==> config.mk <==
export PLATFORM = sky130hd
export DESIGN_NAME = eeo_top
export DESIGN_NICKNAME = d
export VERILOG_FILES = /design/src/hdl/eeo_pkg.sv /design/src/hdl/eeo_top.sv
export VERILOG_INCLUDE_DIRS = /design/src /design/src/hdl
export SDC_FILE = /design/constraint.sdc
export NUM_CORES = 2
export LEC_CHECK = 0
export ABC_AREA = 1
export ABC_CLOCK_PERIOD_IN_PS = 23800
export BUFFER_PORTS_ARGS = -buffer_cell sky130_fd_sc_hd__buf_2
export CAP_MARGIN = 20
export CORE_UTILIZATION = 35
export CTS_CLUSTER_SIZE = 8
export DETAILED_ROUTE_END_ITERATION = 16
export SLEW_MARGIN = 30
export SYNTH_ARGS = -nofsm -noshare
export SYNTH_HDL_FRONTEND = slang
export SYNTH_SLANG_ARGS = --single-unit
==> constraint.sdc <==
create_clock -name clk_sys -period 23.8 [get_ports clk_sys]
set_input_delay 4.76 -clock clk_sys [delete_from_list [all_inputs] [get_ports clk_sys]]
set_output_delay 4.76 -clock clk_sys [all_outputs]
set_load 0.03 [all_outputs]
==> src/hdl/eeo_defs.svh <==
// Register map, field positions and timing constants of the emulated encoder output.
// Assumes a 50 MHz system clock; include by bare name.
`ifndef EEO_DEFS_SVH
`define EEO_DEFS_SVH
`define EEO_A_CTRL      8'h00
`define EEO_A_RES       8'h04
`define EEO_A_ZOFF      8'h08
`define EEO_A_TURN      8'h0C
`define EEO_A_PW        8'h10
`define EEO_A_STAT      8'h14
`define EEO_A_HWCNT     8'h18
`define EEO_A_HWTURN    8'h1C
`define EEO_B_DIRINV    4
`define EEO_B_DRVDIR    5
`define EEO_B_EN        8
`define EEO_PW_W        12
`define EEO_RES_W       24
`define EEO_RESP_OK     2'h0
`define EEO_RESP_DEC    2'h3
`define EEO_REV_ONE     48'h0000_0001_0000
`define EEO_CLK_NS      20
`define EEO_PW_STEP_NS  520
`define EEO_PW_FIX_NS   40
`define EEO_PW_DEF_NS   4080
`define EEO_PW_STEP_CYC (`EEO_PW_STEP_NS / `EEO_CLK_NS)
`define EEO_PW_FIX_CYC  (`EEO_PW_FIX_NS / `EEO_CLK_NS)
`define EEO_PW_DEF_CNT  ((`EEO_PW_DEF_NS - `EEO_PW_FIX_NS + `EEO_PW_STEP_NS - 1) / `EEO_PW_STEP_NS)
`define EEO_EDGES_LINE  4
`endif

==> src/hdl/eeo_pkg.sv <==
// Types shared by the emulated encoder output block.
// Assumes nothing of its surroundings.
package eeo_pkg;
   typedef enum logic [1:0] {EEO_F_NONE, EEO_F_AB, EEO_F_STEP, EEO_F_CW} eeo_fmt_e;
   typedef enum logic [1:0] {EEO_Z_NONE, EEO_Z_REV, EEO_Z_ABS, EEO_Z_PASS} eeo_zk_e;
   typedef struct packed {
      logic [31:0] turn;
      logic [15:0] frac;
   } eeo_pos_s;
   typedef struct packed {
      logic [3:0]  mode;
      logic        dir_inv;
      logic        drive_direction_select;
      logic        en;
      logic [23:0] res;
      logic [15:0] zoff;
      logic [31:0] turn;
      logic [11:0] pw;
   } eeo_cfg_s;
endpackage

==> src/hdl/eeo_top.sv <==
// Emulated encoder output: turns primary position into A/B, step/dir or CW/CCW pulses.
// Assumes an AXI4-Lite master on clk_sys and a position source on the same clock.
//
// Functional notes
// Absolute index modes 2, 7, 9 put the index on the selected turn.
// Absolute index angle inside that turn comes from the index position setting.
// Pulse width setting affects step and CW/CCW modes only, not quadrature.
// Pulse width is a 12-bit read/write field, bits 15:12 reserved, reset zero.
// Pulse lasts count times 520 ns plus 40 ns.
// Count one is the minimum and gives 560 ns; software programs no less.
// Software computes count as (width minus 40 ns) divided by 520 ns.
// Resolution means lines per rev in modes 1-3, counts per rev in 4-5.
// Resolution accepts 0 to 16777215 and resets to zero.
// Output emits resolution lines per rev; input counts them as one handwheel rev.
// Mode 1 emits index when in-rev position equals index position setting.
// Step pulse width spans 4.08 us to 2621.48 us, default 4.08 us; code gives 0.56 us to 2129.44 us, default 4.2 us.
// Software enable gates the axis; power-up value set by analog drive type.
// Modes 1/6/8 once per rev, 2/7/9 absolute, 12-14 index pass-through.
// Output direction is drive direction xor output direction invert.
// Absolute index fires when full position equals turn and in-rev offset.
// Reserved pulse width bits read zero and do not affect pulses.
`timescale 1ns/100ps
`include "eeo_defs.svh"
`default_nettype none
module eeo_top #(
   parameter int unsigned PW_STEP_CYC = `EEO_PW_STEP_CYC,
   parameter int unsigned PW_FIX_CYC  = `EEO_PW_FIX_CYC
) (
   input  wire logic            clk_sys,
   input  wire logic            reset,
   input  wire logic [7:0]      s_axi_awaddr,
   input  wire logic            s_axi_awvalid,
   output logic                 s_axi_awready,
   input  wire logic [31:0]     s_axi_wdata,
   input  wire logic [3:0]      s_axi_wstrb,
   input  wire logic            s_axi_wvalid,
   output logic                 s_axi_wready,
   output logic [1:0]           s_axi_bresp,
   output logic                 s_axi_bvalid,
   input  wire logic            s_axi_bready,
   input  wire logic [7:0]      s_axi_araddr,
   input  wire logic            s_axi_arvalid,
   output logic                 s_axi_arready,
   output logic [31:0]          s_axi_rdata,
   output logic [1:0]           s_axi_rresp,
   output logic                 s_axi_rvalid,
   input  wire logic            s_axi_rready,
   input  wire eeo_pkg::eeo_pos_s prim_pos,
   input  wire logic            analog_drive,
   input  wire logic            phys_index,
   input  wire logic            eeo_a_i,
   output logic                 eeo_a_o,
   output logic                 eeo_a_oe,
   input  wire logic            eeo_b_i,
   output logic                 eeo_b_o,
   output logic                 eeo_b_oe,
   output logic                 eeo_z_o,
   output logic                 eeo_z_oe
);
   // -----------------------------------------------------------------
   // Mode decoding
   // -----------------------------------------------------------------
   // Output format of a mode value.
   function automatic eeo_pkg::eeo_fmt_e fmt_of(input logic [3:0] m);
      case (m)
         4'h1, 4'h2, 4'hC: fmt_of = eeo_pkg::EEO_F_AB;
         4'h6, 4'h7, 4'hD: fmt_of = eeo_pkg::EEO_F_STEP;
         4'h8, 4'h9, 4'hE: fmt_of = eeo_pkg::EEO_F_CW;
         default: fmt_of = eeo_pkg::EEO_F_NONE;
      endcase
   endfunction
   // Index kind of a mode value.
   function automatic eeo_pkg::eeo_zk_e zk_of(input logic [3:0] m);
      case (m)
         4'h1, 4'h6, 4'h8: zk_of = eeo_pkg::EEO_Z_REV;
         4'h2, 4'h7, 4'h9: zk_of = eeo_pkg::EEO_Z_ABS;
         4'hC, 4'hD, 4'hE: zk_of = eeo_pkg::EEO_Z_PASS;
         default: zk_of = eeo_pkg::EEO_Z_NONE;
      endcase
   endfunction

   eeo_pkg::eeo_cfg_s cfg_ff;
   eeo_pkg::eeo_fmt_e fmt;
   eeo_pkg::eeo_zk_e  zk;
   logic              out_on;
   logic              dir;
   assign fmt    = fmt_of(cfg_ff.mode);
   assign zk     = zk_of(cfg_ff.mode);
   assign out_on = (fmt != eeo_pkg::EEO_F_NONE);
   assign dir    = cfg_ff.drive_direction_select ^ cfg_ff.dir_inv;

   // -----------------------------------------------------------------
   // Pin synchronisers
   // -----------------------------------------------------------------
   logic [3:0] s1_ff;
   logic [3:0] s2_ff;
   // Two flops for every level arriving from outside the clock domain.
   always_ff @(posedge clk_sys) begin
      s1_ff <= {analog_drive, phys_index, eeo_b_i, eeo_a_i};
      s2_ff <= s1_ff;
   end

   // -----------------------------------------------------------------
   // AXI4-Lite slave
   // -----------------------------------------------------------------
   logic [7:0]  aw_ff;
   logic        awh_ff;
   logic [31:0] wd_ff;
   logic [3:0]  ws_ff;
   logic        wh_ff;
   logic        do_wr;
   assign s_axi_awready = !awh_ff;
   assign s_axi_wready  = !wh_ff;
   assign s_axi_arready = !s_axi_rvalid;
   assign do_wr = awh_ff && wh_ff && !s_axi_bvalid;
   // Address and data are caught in either order; the write fires once both are held.
   always_ff @(posedge clk_sys) begin
      if (reset) begin
         awh_ff <= 1'b0;
         wh_ff  <= 1'b0;
         aw_ff  <= 8'h00;
         wd_ff  <= 32'h0000_0000;
         ws_ff  <= 4'h0;
      end else begin
         if (s_axi_awvalid && !awh_ff) begin
            awh_ff <= 1'b1;
            aw_ff  <= s_axi_awaddr;
         end else if (do_wr) begin
            awh_ff <= 1'b0;
         end
         if (s_axi_wvalid && !wh_ff) begin
            wh_ff <= 1'b1;
            wd_ff <= s_axi_wdata;
            ws_ff <= s_axi_wstrb;
         end else if (do_wr) begin
            wh_ff <= 1'b0;
         end
      end
   end

   // Address is mapped when it names one of the word registers.
   function automatic logic mapped(input logic [7:0] a);
      mapped = (a[1:0] == 2'h0) && (a <= `EEO_A_HWTURN);
   endfunction

   // Write response follows the committed write.
   always_ff @(posedge clk_sys) begin
      if (reset) begin
         s_axi_bvalid <= 1'b0;
         s_axi_bresp  <= `EEO_RESP_OK;
      end else if (do_wr) begin
         s_axi_bvalid <= 1'b1;
         s_axi_bresp  <= mapped(aw_ff) ? `EEO_RESP_OK : `EEO_RESP_DEC;
      end else if (s_axi_bready) begin
         s_axi_bvalid <= 1'b0;
      end
   end

   // Byte-lane merge of a write onto an old register word.
   function automatic logic [31:0] merge(input logic [31:0] o, input logic [31:0] d,
                                         input logic [3:0] s);
      for (int i = 0; i < 4; i++) begin
         merge[8*i +: 8] = s[i] ? d[8*i +: 8] : o[8*i +: 8];
      end
   endfunction

   logic        en_load_ff;
   logic [31:0] ctrl_w;
   assign ctrl_w = merge({23'h00_0000, cfg_ff.en, 2'h0, cfg_ff.drive_direction_select, cfg_ff.dir_inv,
                          cfg_ff.mode}, wd_ff, ws_ff);
   // Configuration registers; the enable takes its power-up value after reset.
   always_ff @(posedge clk_sys) begin
      if (reset) begin
         cfg_ff     <= '0;
         en_load_ff <= 1'b1;
      end else begin
         en_load_ff <= 1'b0;
         if (en_load_ff) begin
            cfg_ff.en <= s2_ff[3];
         end
         if (do_wr) begin
            case (aw_ff)
               `EEO_A_CTRL: begin
                  cfg_ff.mode    <= ctrl_w[3:0];
                  cfg_ff.dir_inv <= ctrl_w[`EEO_B_DIRINV];
                  cfg_ff.drive_direction_select <= ctrl_w[`EEO_B_DRVDIR];
                  cfg_ff.en      <= ctrl_w[`EEO_B_EN];
               end
               `EEO_A_RES: cfg_ff.res <= 24'(merge({8'h00, cfg_ff.res}, wd_ff,
                                                   ws_ff));
               `EEO_A_ZOFF: cfg_ff.zoff <= 16'(merge({16'h0000, cfg_ff.zoff}, wd_ff,
                                                     ws_ff));
               `EEO_A_TURN: cfg_ff.turn <= merge(cfg_ff.turn, wd_ff, ws_ff);
               `EEO_A_PW: cfg_ff.pw <= 12'(merge({20'h0_0000, cfg_ff.pw}, wd_ff,
                                                 ws_ff));
               default: ;
            endcase
         end
      end
   end

   logic [23:0] hw_cnt_ff;
   logic [31:0] hw_turn_ff;
   logic        busy;
   logic [31:0] rd_word;
   // Read data mux; reserved bits read zero.
   always_comb begin
      case (s_axi_araddr)
         `EEO_A_CTRL: rd_word = {23'h00_0000, cfg_ff.en, 2'h0, cfg_ff.drive_direction_select,
                                 cfg_ff.dir_inv, cfg_ff.mode};
         `EEO_A_RES: rd_word = {8'h00, cfg_ff.res};
         `EEO_A_ZOFF: rd_word = {16'h0000, cfg_ff.zoff};
         `EEO_A_TURN: rd_word = cfg_ff.turn;
         `EEO_A_PW: rd_word = {20'h0_0000, cfg_ff.pw};
         `EEO_A_STAT: rd_word = {29'h0000_0000, busy, out_on, cfg_ff.en};
         `EEO_A_HWCNT: rd_word = {8'h00, hw_cnt_ff};
         `EEO_A_HWTURN: rd_word = hw_turn_ff;
         default: rd_word = 32'h0000_0000;
      endcase
   end

   logic rd_pw_ff;
   // Read answer one cycle after the address is taken.
   always_ff @(posedge clk_sys) begin
      if (reset) begin
         s_axi_rvalid <= 1'b0;
         s_axi_rdata  <= 32'h0000_0000;
         s_axi_rresp  <= `EEO_RESP_OK;
         rd_pw_ff     <= 1'b0;
      end else if (s_axi_arvalid && !s_axi_rvalid) begin
         s_axi_rvalid <= 1'b1;
         s_axi_rdata  <= rd_word;
         s_axi_rresp  <= mapped(s_axi_araddr) ? `EEO_RESP_OK : `EEO_RESP_DEC;
         rd_pw_ff     <= (s_axi_araddr == `EEO_A_PW);
      end else if (s_axi_rready) begin
         s_axi_rvalid <= 1'b0;
      end
   end

   // -----------------------------------------------------------------
   // Position to count rate
   // -----------------------------------------------------------------
   logic [15:0]        frac_ff;
   logic [15:0]        fdiff;
   logic signed [16:0] delta;
   logic [25:0]        mult;
   logic signed [47:0] acc_ff;
   logic signed [47:0] sum;
   logic               up;
   logic               dn;
   logic               take;
   // Frame step, signed by its own top bit and negated when the output runs reversed.
   assign fdiff = prim_pos.frac - frac_ff;
   assign delta = $signed({fdiff[15], fdiff}) * (dir ? -17'sd1 : 17'sd1);
   // Quadrature makes four counts per line, step modes one count per line.
   assign mult = (fmt == eeo_pkg::EEO_F_AB) ? {cfg_ff.res, 2'h0} : {2'h0, cfg_ff.res};
   assign sum  = acc_ff + 48'($signed({1'b0, mult}) * delta);
   assign up   = acc_ff >= $signed(`EEO_REV_ONE);
   assign dn   = acc_ff <= -$signed(`EEO_REV_ONE);
   assign take = (up || dn) && !busy && cfg_ff.en && out_on;
   // Fractional count accumulator; one count leaves per taken step.
   always_ff @(posedge clk_sys) begin
      if (reset) begin
         frac_ff <= 16'h0000;
         acc_ff  <= '0;
      end else begin
         frac_ff <= prim_pos.frac;
         if (!cfg_ff.en || !out_on) begin
            acc_ff <= '0;
         end else if (take) begin
            acc_ff <= up ? sum - $signed(`EEO_REV_ONE) : sum + $signed(`EEO_REV_ONE);
         end else begin
            acc_ff <= sum;
         end
      end
   end

   // -----------------------------------------------------------------
   // Pulse engine
   // -----------------------------------------------------------------
   typedef enum logic [1:0] {ST_IDLE, ST_HIGH, ST_LOW} eeo_st_e;
   eeo_st_e     st_ff;
   logic [17:0] tcnt_ff;
   logic [17:0] len_ff;
   logic [17:0] len;
   logic [11:0] pw_eff;
   logic        sdir_ff;
   logic [1:0]  quad_ff;
   // A zero count means unprogrammed and runs at the default width.
   assign pw_eff = (cfg_ff.pw == 12'h000) ? 12'(`EEO_PW_DEF_CNT) : cfg_ff.pw;
   assign len = 18'(pw_eff * PW_STEP_CYC + PW_FIX_CYC);
   assign busy = (st_ff != ST_IDLE);
   // Step modes hold a timed high phase and an equal low gap; quadrature steps at once.
   always_ff @(posedge clk_sys) begin
      if (reset) begin
         st_ff   <= ST_IDLE;
         tcnt_ff <= '0;
         len_ff  <= '0;
         sdir_ff <= 1'b0;
         quad_ff <= 2'h0;
      end else begin
         case (st_ff)
            ST_IDLE: begin
               if (take && fmt == eeo_pkg::EEO_F_AB) begin
                  quad_ff <= up ? quad_ff + 2'h1 : quad_ff - 2'h1;
               end else if (take) begin
                  st_ff   <= ST_HIGH;
                  tcnt_ff <= len - 18'h1;
                  len_ff  <= len;
                  sdir_ff <= dn;
               end
            end
            ST_HIGH: begin
               tcnt_ff <= tcnt_ff - 18'h1;
               if (tcnt_ff == '0) begin
                  st_ff   <= ST_LOW;
                  tcnt_ff <= len_ff - 18'h1;
               end
            end
            ST_LOW: begin
               tcnt_ff <= tcnt_ff - 18'h1;
               if (tcnt_ff == '0) st_ff <= ST_IDLE;
            end
            default: st_ff <= ST_IDLE;
         endcase
      end
   end

   // -----------------------------------------------------------------
   // Index and pin drive
   // -----------------------------------------------------------------
   logic z_hit;
   // Index position match by mode kind.
   always_comb begin
      case (zk)
         eeo_pkg::EEO_Z_REV: z_hit = (prim_pos.frac == cfg_ff.zoff);
         eeo_pkg::EEO_Z_ABS: z_hit = (prim_pos.turn == cfg_ff.turn) &&
                                     (prim_pos.frac == cfg_ff.zoff);
         eeo_pkg::EEO_Z_PASS: z_hit = s2_ff[2];
         default: z_hit = 1'b0;
      endcase
   end

   logic hi;
   assign hi = (st_ff == ST_HIGH);
   // Registered pin drive; pins float as inputs outside output modes.
   always_ff @(posedge clk_sys) begin
      if (reset) begin
         {eeo_a_o, eeo_b_o, eeo_z_o} <= 3'h0;
         {eeo_a_oe, eeo_b_oe, eeo_z_oe} <= 3'h0;
      end else begin
         {eeo_a_oe, eeo_b_oe, eeo_z_oe} <= {3{out_on}};
         eeo_z_o <= z_hit && cfg_ff.en;
         case (fmt)
            eeo_pkg::EEO_F_AB: {eeo_a_o, eeo_b_o} <= {quad_ff[1], ^quad_ff};
            eeo_pkg::EEO_F_STEP: {eeo_a_o, eeo_b_o} <= {hi, sdir_ff};
            eeo_pkg::EEO_F_CW: {eeo_a_o, eeo_b_o} <= {hi && !sdir_ff, hi && sdir_ff};
            default: {eeo_a_o, eeo_b_o} <= 2'h0;
         endcase
      end
   end

   // -----------------------------------------------------------------
   // Handwheel input
   // -----------------------------------------------------------------
   logic [1:0]  hab_ff;
   logic [25:0] edges;
   logic        hup;
   logic        hdn;
   assign edges = {cfg_ff.res, 2'h0};
   assign hup = (hab_ff == 2'b00 && s2_ff[1:0] == 2'b01) ||
                (hab_ff == 2'b01 && s2_ff[1:0] == 2'b11) ||
                (hab_ff == 2'b11 && s2_ff[1:0] == 2'b10) ||
                (hab_ff == 2'b10 && s2_ff[1:0] == 2'b00);
   assign hdn = (hab_ff != s2_ff[1:0]) && !hup && (hab_ff[0] ^ hab_ff[1] ^ s2_ff[0] ^ s2_ff[1]);
   // Quadrature edges counted; four edges per line and res lines make one turn.
   always_ff @(posedge clk_sys) begin
      if (reset) begin
         hab_ff     <= 2'h0;
         hw_cnt_ff  <= '0;
         hw_turn_ff <= '0;
      end else begin
         hab_ff <= s2_ff[1:0];
         if (!out_on && cfg_ff.res != '0) begin
            if (hup && 26'(hw_cnt_ff) + 26'h1 >= edges) begin
               hw_cnt_ff  <= '0;
               hw_turn_ff <= hw_turn_ff + 32'h1;
            end else if (hup) begin
               hw_cnt_ff <= hw_cnt_ff + 24'h1;
            end else if (hdn && hw_cnt_ff == '0) begin
               hw_cnt_ff  <= 24'(edges - 26'h1);
               hw_turn_ff <= hw_turn_ff - 32'h1;
            end else if (hdn) begin
               hw_cnt_ff <= hw_cnt_ff - 24'h1;
            end
         end
      end
   end

   // -----------------------------------------------------------------
   // Assertions
   // -----------------------------------------------------------------
   logic [17:0] hcnt_ff;
   // Helper: cycles spent in the high phase of the current pulse.
   always_ff @(posedge clk_sys) begin
      if (reset || !hi) hcnt_ff <= '0;
      else hcnt_ff <= hcnt_ff + 18'h1;
   end
   pulse_len_a: assert property (@(posedge clk_sys) disable iff (reset)
      (hi && tcnt_ff == '0) |-> (hcnt_ff + 18'h1 == len_ff)) else $error("pulse length off");
   pw_latch_a: assert property (@(posedge clk_sys) disable iff (reset)
      (take && fmt == eeo_pkg::EEO_F_STEP && cfg_ff.pw == 12'h001) |=>
      (len_ff == 18'(PW_STEP_CYC + PW_FIX_CYC))) else $error("count one width wrong");
   pw_default_a: assert property (@(posedge clk_sys) disable iff (reset)
      (cfg_ff.pw == 12'h000) |-> (pw_eff == 12'(`EEO_PW_DEF_CNT)))
      else $error("default width wrong");
   quad_gray_a: assert property (@(posedge clk_sys) disable iff (reset)
      (fmt == eeo_pkg::EEO_F_AB && $stable(fmt)) |=> !($changed(eeo_a_o) && $changed(eeo_b_o)))
      else $error("quadrature double edge");
   pw_resv_a: assert property (@(posedge clk_sys) disable iff (reset)
      (s_axi_rvalid && rd_pw_ff) |-> (s_axi_rdata[31:12] == 20'h0_0000))
      else $error("reserved bits set");
   z_rev_a: assert property (@(posedge clk_sys) disable iff (reset)
      (zk == eeo_pkg::EEO_Z_REV && cfg_ff.en && prim_pos.frac == cfg_ff.zoff && !do_wr)
      |=> eeo_z_o) else $error("index missed");
   z_abs_a: assert property (@(posedge clk_sys) disable iff (reset)
      (eeo_z_o && $past(zk) == eeo_pkg::EEO_Z_ABS) |->
      ($past(prim_pos.turn) == $past(cfg_ff.turn) && $past(prim_pos.frac) == $past(cfg_ff.zoff)))
      else $error("absolute index misplaced");
   en_gate_a: assert property (@(posedge clk_sys) disable iff (reset)
      (!cfg_ff.en && !busy) |=> (!busy && $stable(quad_ff))) else $error("step while disabled");
   dir_xor_a: assert property (@(posedge clk_sys) disable iff (reset)
      (fdiff != 16'h0000 && !fdiff[15]) |-> (delta[16] == (cfg_ff.drive_direction_select ^ cfg_ff.dir_inv)))
      else $error("output direction wrong");
   hw_wrap_a: assert property (@(posedge clk_sys) disable iff (reset)
      (!out_on && cfg_ff.res != '0 && $stable(cfg_ff.res)) |-> (26'(hw_cnt_ff) < edges))
      else $error("handwheel count past turn");
endmodule
`default_nettype wire
## Word-level counts from Yosys, hierarchy flattened

Memories as Yosys holds them, arrays and structs flattened. A register that Yosys moved wholly into a read port is not among the register bits.
Cells that the tools add are included.

| storage, ports and cells | value |
|---|---|
| flip-flop bits (word level) | 351 |
| ROM bits | 64 |
| output and inout bits | 47 |
| logic and storage cells | 244 |
| memories | 2 |

| cells by class | value |
|---|---|
| $add $sub $neg | 16 |
| $mul | 3 |
| order comparisons | 5 |
| eq/ne operators | 34 |
| mux-type cells | 59 |
| bitwise gates (word level) | 5 |
| reduce and logical (&&, ||, !) cells | 78 |

Memory list:

| name | words | bits a word | read ports | clocked after Yosys merged registers in | wr ports | line | text |
|---|---|---|---|---|---|---|---|
| (name not given) | 16 | 2 | 1 | 1 | 0 | eeo_top.sv:74 | `case (m)` |
| (name not given) | 16 | 2 | 1 | 1 | 0 | eeo_top.sv:65 | `case (m)` |

Operators with widths:

| cell | number |
|---|---|
| $pmux 32 s8 | 1 |
| $mux 32 | 4 |
| $mux 24 | 5 |
| $mux 48 | 2 |
| $mux 85 | 1 |
| $mux 8 | 10 |
| $mux 18 | 3 |
| $pmux 18 s3 | 1 |
| $sub 18x1->18 const B | 3 |
| $add 48x18->48 const B | 1 |
| $add 48x44->48 | 1 |
| $ge 48x18->1 const B | 1 |
| $le 48x17->1 const B | 1 |
| $sub 24x1->24 const B | 2 |
| $sub 48x18->48 const B | 1 |
| $reduce_and 3->1 | 15 |
| $mul 27x17->44 | 1 |
| $eq 8x5->1 const B | 5 |
| $add 32x1->32 const B | 1 |
| $eq 32x32->1 | 1 |
| $eq 8x4->1 const B | 4 |
| $sub 32x1->32 const B | 1 |
| $ge 25x26->1 | 1 |
| $mux 26 | 1 |
| other kinds (43) | 133 |

## Longest topological paths before layout

| logic depth | value |
|---|---|
| depth in word-level cells | 12 |
| mapped depth | 75 |
| gate-level depth less buffers | 74 |

## Least setup slack after synthesis

Ideal clock, no wire load.

| path | value |
|---|---|
| path kind | input port to flip-flop |
| start point | in prim_pos[0] (netlist bit) |
| end point | reg acc_ff[38] |
| library setup time | 70 ps |
| arrival time | 17271 ps |
| required time | 23730 ps |
| setup slack | 6459 ps |
| cell stages on the path | 65 |
| cells stage by stage | inv_1 -> ha_1 -> inv_1 -> fa_1 -> nand2_1 -> nand2_1 -> o21ai_0 -> or2_2 -> nand2_1 -> nor2_1 -> inv_1 -> fa_1 -> inv_1 -> fa_1 -> inv_1 -> or2_2 -> nand2_1 -> xor2_1 -> (+29 left out) -> inv_1 -> nor3_1 -> nand3_1 -> o211a_1 -> o21ai_0 -> xor2_1 -> ha_1 -> a21oi_1 -> inv_1 -> a21oi_1 -> o21ai_0 -> a21oi_1 -> inv_1 -> a21oi_1 -> o21ai_0 -> a21oi_1 -> o21ai_0 -> a21oi_1 |

| between the ends | value |
|---|---|
| longest elaborated chain between the ends | 7 |

Ends and longest elaborated chain:

| what | line | text |
|---|---|---|
| from (decl) | eeo_top.sv:48 | `input wire eeo_pkg::eeo_pos_s prim_pos,` |
| $sub 16x16->16 * | eeo_top.sv:253 | `assign fdiff = prim_pos.frac - frac_ff;` |
| $mul 16x17->17 * | eeo_top.sv:254 | `assign delta = $signed({fdiff[15], fdiff}) * (dir ? -17'sd1 : 17'sd1);` |
| $mul 27x17->44 * | eeo_top.sv:257 | `assign sum = acc_ff + 48'($signed({1'b0, mult}) * delta);` |
| $add 48x44->48 * | eeo_top.sv:257 |  |
| $add 48x18->48 or $sub 48x18->48 (tied branches) | eeo_top.sv:271 | `` acc_ff <= up ? sum - $signed(`EEO_REV_ONE) : sum + $signed(`EEO_REV_ONE); `` |
| $mux 48 | eeo_top.sv:271 |  |
| $mux 48 * | eeo_top.sv:270 | `end else if (take) begin` |
| to (signal assigned) | eeo_top.sv:271 |  |
| to (signal assigned) | eeo_top.sv:273 | `acc_ff <= sum;` |
| to (decl) | eeo_top.sv:247 | `logic signed [47:0] acc_ff;` |

Mark *: on every way between the ends. The rest lies on a longest branch, timed or not.
A chain may end at the register's enable or synchronous reset.

## Worst setup path after layout

Ends and elaborated chain as after synthesis.

==> metrics.md <==
| Metric | Value |
|---|---|
| Status | finished, final reports clean |
| Num rows | 127 |
| Final setup fails | 0 |
| Synth area leader | fa_1 |
| Seq/Total Area, Yosys | 16.6% |
| Setup bufs post-CTS | 0 |
| Clk_lat worst skew | 0.68 ns |
| Via density | 5.16 |
| Worst setup EP type | register |
| CTS root buf | clkbuf_16 |
| Setup ws final | 4.85 ns |
| Post-route DRC violation count | 0 |
| Routability-driven placement congestion ratio | 0.982 |
| Clock period minus worst slack | 18.95 ns |
| CP startpoint kind | primary input |
| Max incr delay on CP | 0.75 ns |
| Highest Clock Rate | 52.8 MHz |
| Mapped Cells | 5792 |
| Wire length per cell | 19.4 um |
| CTS Buffer Depth | 3 |
| Hold Buf Count CTS | 0 |
| Critical Setup Path Class | primary input to register |
| Xor and xnor area share after synthesis | 4.49% |
| Final TNS setup | 0 ns |
| Slowest cell on crit path | fa_1 |
| Hold Vio Cnt, Final | 0 |
| Worst rel slew slack | 32.3% |
| Top-area cell type share of the netlist area | 22.2% |
| Req. time, crit path | 24.40 ns |
| CORE AREA | 120000 um2 |
| Number of synthesized flops with an enable pin | 0 |
| Yosys reg bits | 352 |
| Mapped Nets | 6730 |
| VDD IR max | 0.0557 mV |
| Detailed Place HPWL | 119 mm |
| PD cells | 50.6 nW/um2 |
| Most common cell in the synthesized netlist | inv_1 |
| Met1 global-route usage | 32.4% |
| Routed WL | 145 mm |
| Worst R2R End | acc_ff[38] |
| Pre-CTS WS | 4.24 ns |
| Ranking of synthesized cells by area | fa_1 22%, dfxtp_1 17%, ha_1 11%, inv_1 10%, nand2_1 8.3% |
| Fin nets | 6809 |
| Port Buffers | 157 |
| Post-synthesis compound-gate area fraction | 14.5% |
| Worst Setup EP | acc_ff[38] |
| Final Cycle Share | 79.6% |
| Final antenna-violating net count | 0 |
| CTS tree | yes |
| Initial antenna violation count | 5 |
| Unique masters post-synth | 71 |
| Vias in the first global route | 38.1k |
| 1st-iter DRT viols | 3533 |
| Starting Density | 35.3% |
| 1st-pass router iterations | 9 |
| Grt ovf | 0 |
| Ports | 158 |
| Antenna diodes | 0 |
| Worst hold path type | register to register |
| Tot Pwr | 2330 uW |
| Top cells by count, synth | 1123 x inv_1, 941 x nand2_1, 622 x nor2_1 |
| First-pass GRT wire length | 225 mm |
| CP max FO | 19 |
| Chip height | 350 um |
| RSZ-0062 raised after global routing | false |
| Reg2Reg Depth | 54 |
| GRT Total Usage | 23.7% |
| Max-Cap Viols | 0 |
| WP data arrival | 19.55 ns |
| Fin. max-slew vios | 0 |
| Die width | 350 um |
| Async S/R FF share, synth | 0% |
| Grt met3 use | 3.70% |
| Least-Margin Pin Slew | 1.01 ns |
| Worst r2r src | cfg_ff[85] |
| Gates resized, CTS repair | 0 |
| Cell mode on critical path | inv_1 |
| Proportion of layout cells with a drive suffix above 1 | 6.56% |
| CTS sink count | 352 |
| Combinational family with the most area after synthesis | adder cells |
| Post-layout instance area | 46200 um2 |
| Simple-Gate Fraction of Synth Area | 19.6% |
| R2R setup slack | 8.84 ns |
| Synthesized area per cell | 7.31 um2 |
| Beginning of the critical path | prim_pos[0] |
| Clock Skews | 0.0649 ns |
| H-Tree Depth | 2 |
| Leak | 0.0228 uW |
| Mux contribution to synthesized area | 0% |
| Post-DP Area | 44800 um2 |
| Busiest grt layer | met2 |
| Die ar. | 122000 um2 |
| Post-synthesis adder-cell area fraction | 32.7% |
| Top FF cell, synth | dfxtp_1 |
| Reg clk slew, reported paths | 0.07 ns |
| Mapped Area | 42400 um2 |
| Warnings, synthesis | 0 |
| Cts bufs inserted | 52 |
| Largest net degree at the start of global routing | 108 |
| P&R area growth vs syn | 9.03% |
| Met2 usage | 38.0% |
| Via Count | 38.7k |
==> stage by stage <==
| step | cells | util, % | hold WS (ns) |
|---|---|---|---|
| finish | 7495 | 38.5 | 0.292 |
| detailed placement | 7429 | 37.3 | 0.317 |
| global placement | 7429 | 37.3 | 0.310 |
| floorplan | 5792 | - | 0.310 |
| global route | 7495 | 38.5 | 0.293 |
| CTS | 7495 | 38.5 | 0.279 |
==> registers in the layout (all words and copies together), names as in the netlist, 2 cells and up <==
name	cells
s1_ff	4
zk	2
s_axi_rdata	32
hw_cnt_ff	24
quad_ff	2
frac_ff	16
acc_ff	48
aw_ff	8
st_ff	2
wd_ff	32
len_ff	17
fmt	2
hab_ff	2
hw_turn_ff	32
tcnt_ff	18
cfg_ff	91
s2_ff	4
ws_ff	4
==> worst max-delay path, delay by kind of cell <==
family | cells | cell delay (ns)
adders and majority gates | 16 | 7.52
xor gates and xnor gates | 2 | 0.51
buffers and inverters | 15 | 1.44
AOI/OAI and AO/OA | 13 | 2.21
and+or+nand+nor | 17 | 3.11
==> per-layer routing <==
layer,share of wire (%),routed length [um]
met5,0.0055,8
met4,3.6,5260
met3,7.1,10400
met2,45,64700
met1,45,64900
==> cell families after synthesis <==
logic type	Yosys count
and+or+nand+nor	1980
buffers and inverters	1332
AOI/OAI and AO/OA	1084
adders and majority gates	827
DFF	352
xor gates and xnor gates	217
==> cell type report <==
type,instances,area (um2)
Clock buffer,59,1330
Clock inverter,7,77.6
Fill cell,12600,73800
Inverter,1157,4350
Multi-Input combinational cell,4108,30200
Sequential cell,352,7050
Tap cell,1612,2020
Timing Repair Buffer,200,1110
==> how the worst min path moves through the flow <==
stage | startpoint | to | slack [ns] | cells after the start
3_3_place_gp | s1_ff[3] | s2_ff[3] | 0.31 | 0
3_5_place_dp | s1_ff[2] | s2_ff[2] | 0.32 | 0
2_1_floorplan | s1_ff[0] | s2_ff[0] | 0.31 | 0
6_report | s1_ff[2] | s2_ff[2] | 0.29 | 0
5_1_grt | s1_ff[2] | s2_ff[2] | 0.29 | 0
4_1_cts | s1_ff[2] | s2_ff[2] | 0.28 | 0
==> report_power, final <==
part           total (uW)  leakage [uW]  internal [uW]  switching [uW]
Combinational         997        0.0192            310             687
Clock                 694      0.000686            389             304
Sequential            644       0.00286            618            25.6
==> cell usage in the layout (no fill, tap or decap), types with 5 or more instances in the layout <==
master and instances:
inv_1 1123, nand2_1 941, nor2_1 620, fa_1 469, a21oi_1 441, o21ai_0 371, ha_1 358, dfxtp_1 352
buf_2 156, nand3_1 153, xor2_1 135, xnor2_1 80, nor3_1 70, nand4_1 66, clkbuf_16 52, buf_4 44
or2_2 34, a211oi_1 33, o22ai_1 33, o211ai_1 27, a31oi_1 24, o21ai_1 23, nor4_1 21, inv_2 19
nor2_2 19, o221ai_1 17, o21a_1 17, a221oi_1 16, nand2_2 15, o21bai_1 13, clkinv_1 12, o2111ai_1 10
o31ai_1 9, a21o_1 8, nand3b_1 8, clkbuf_1 7, nor3_2 6, o21ai_2 5, clkinv_2 5
Note: power is estimated with default switching activity, not from simulation.
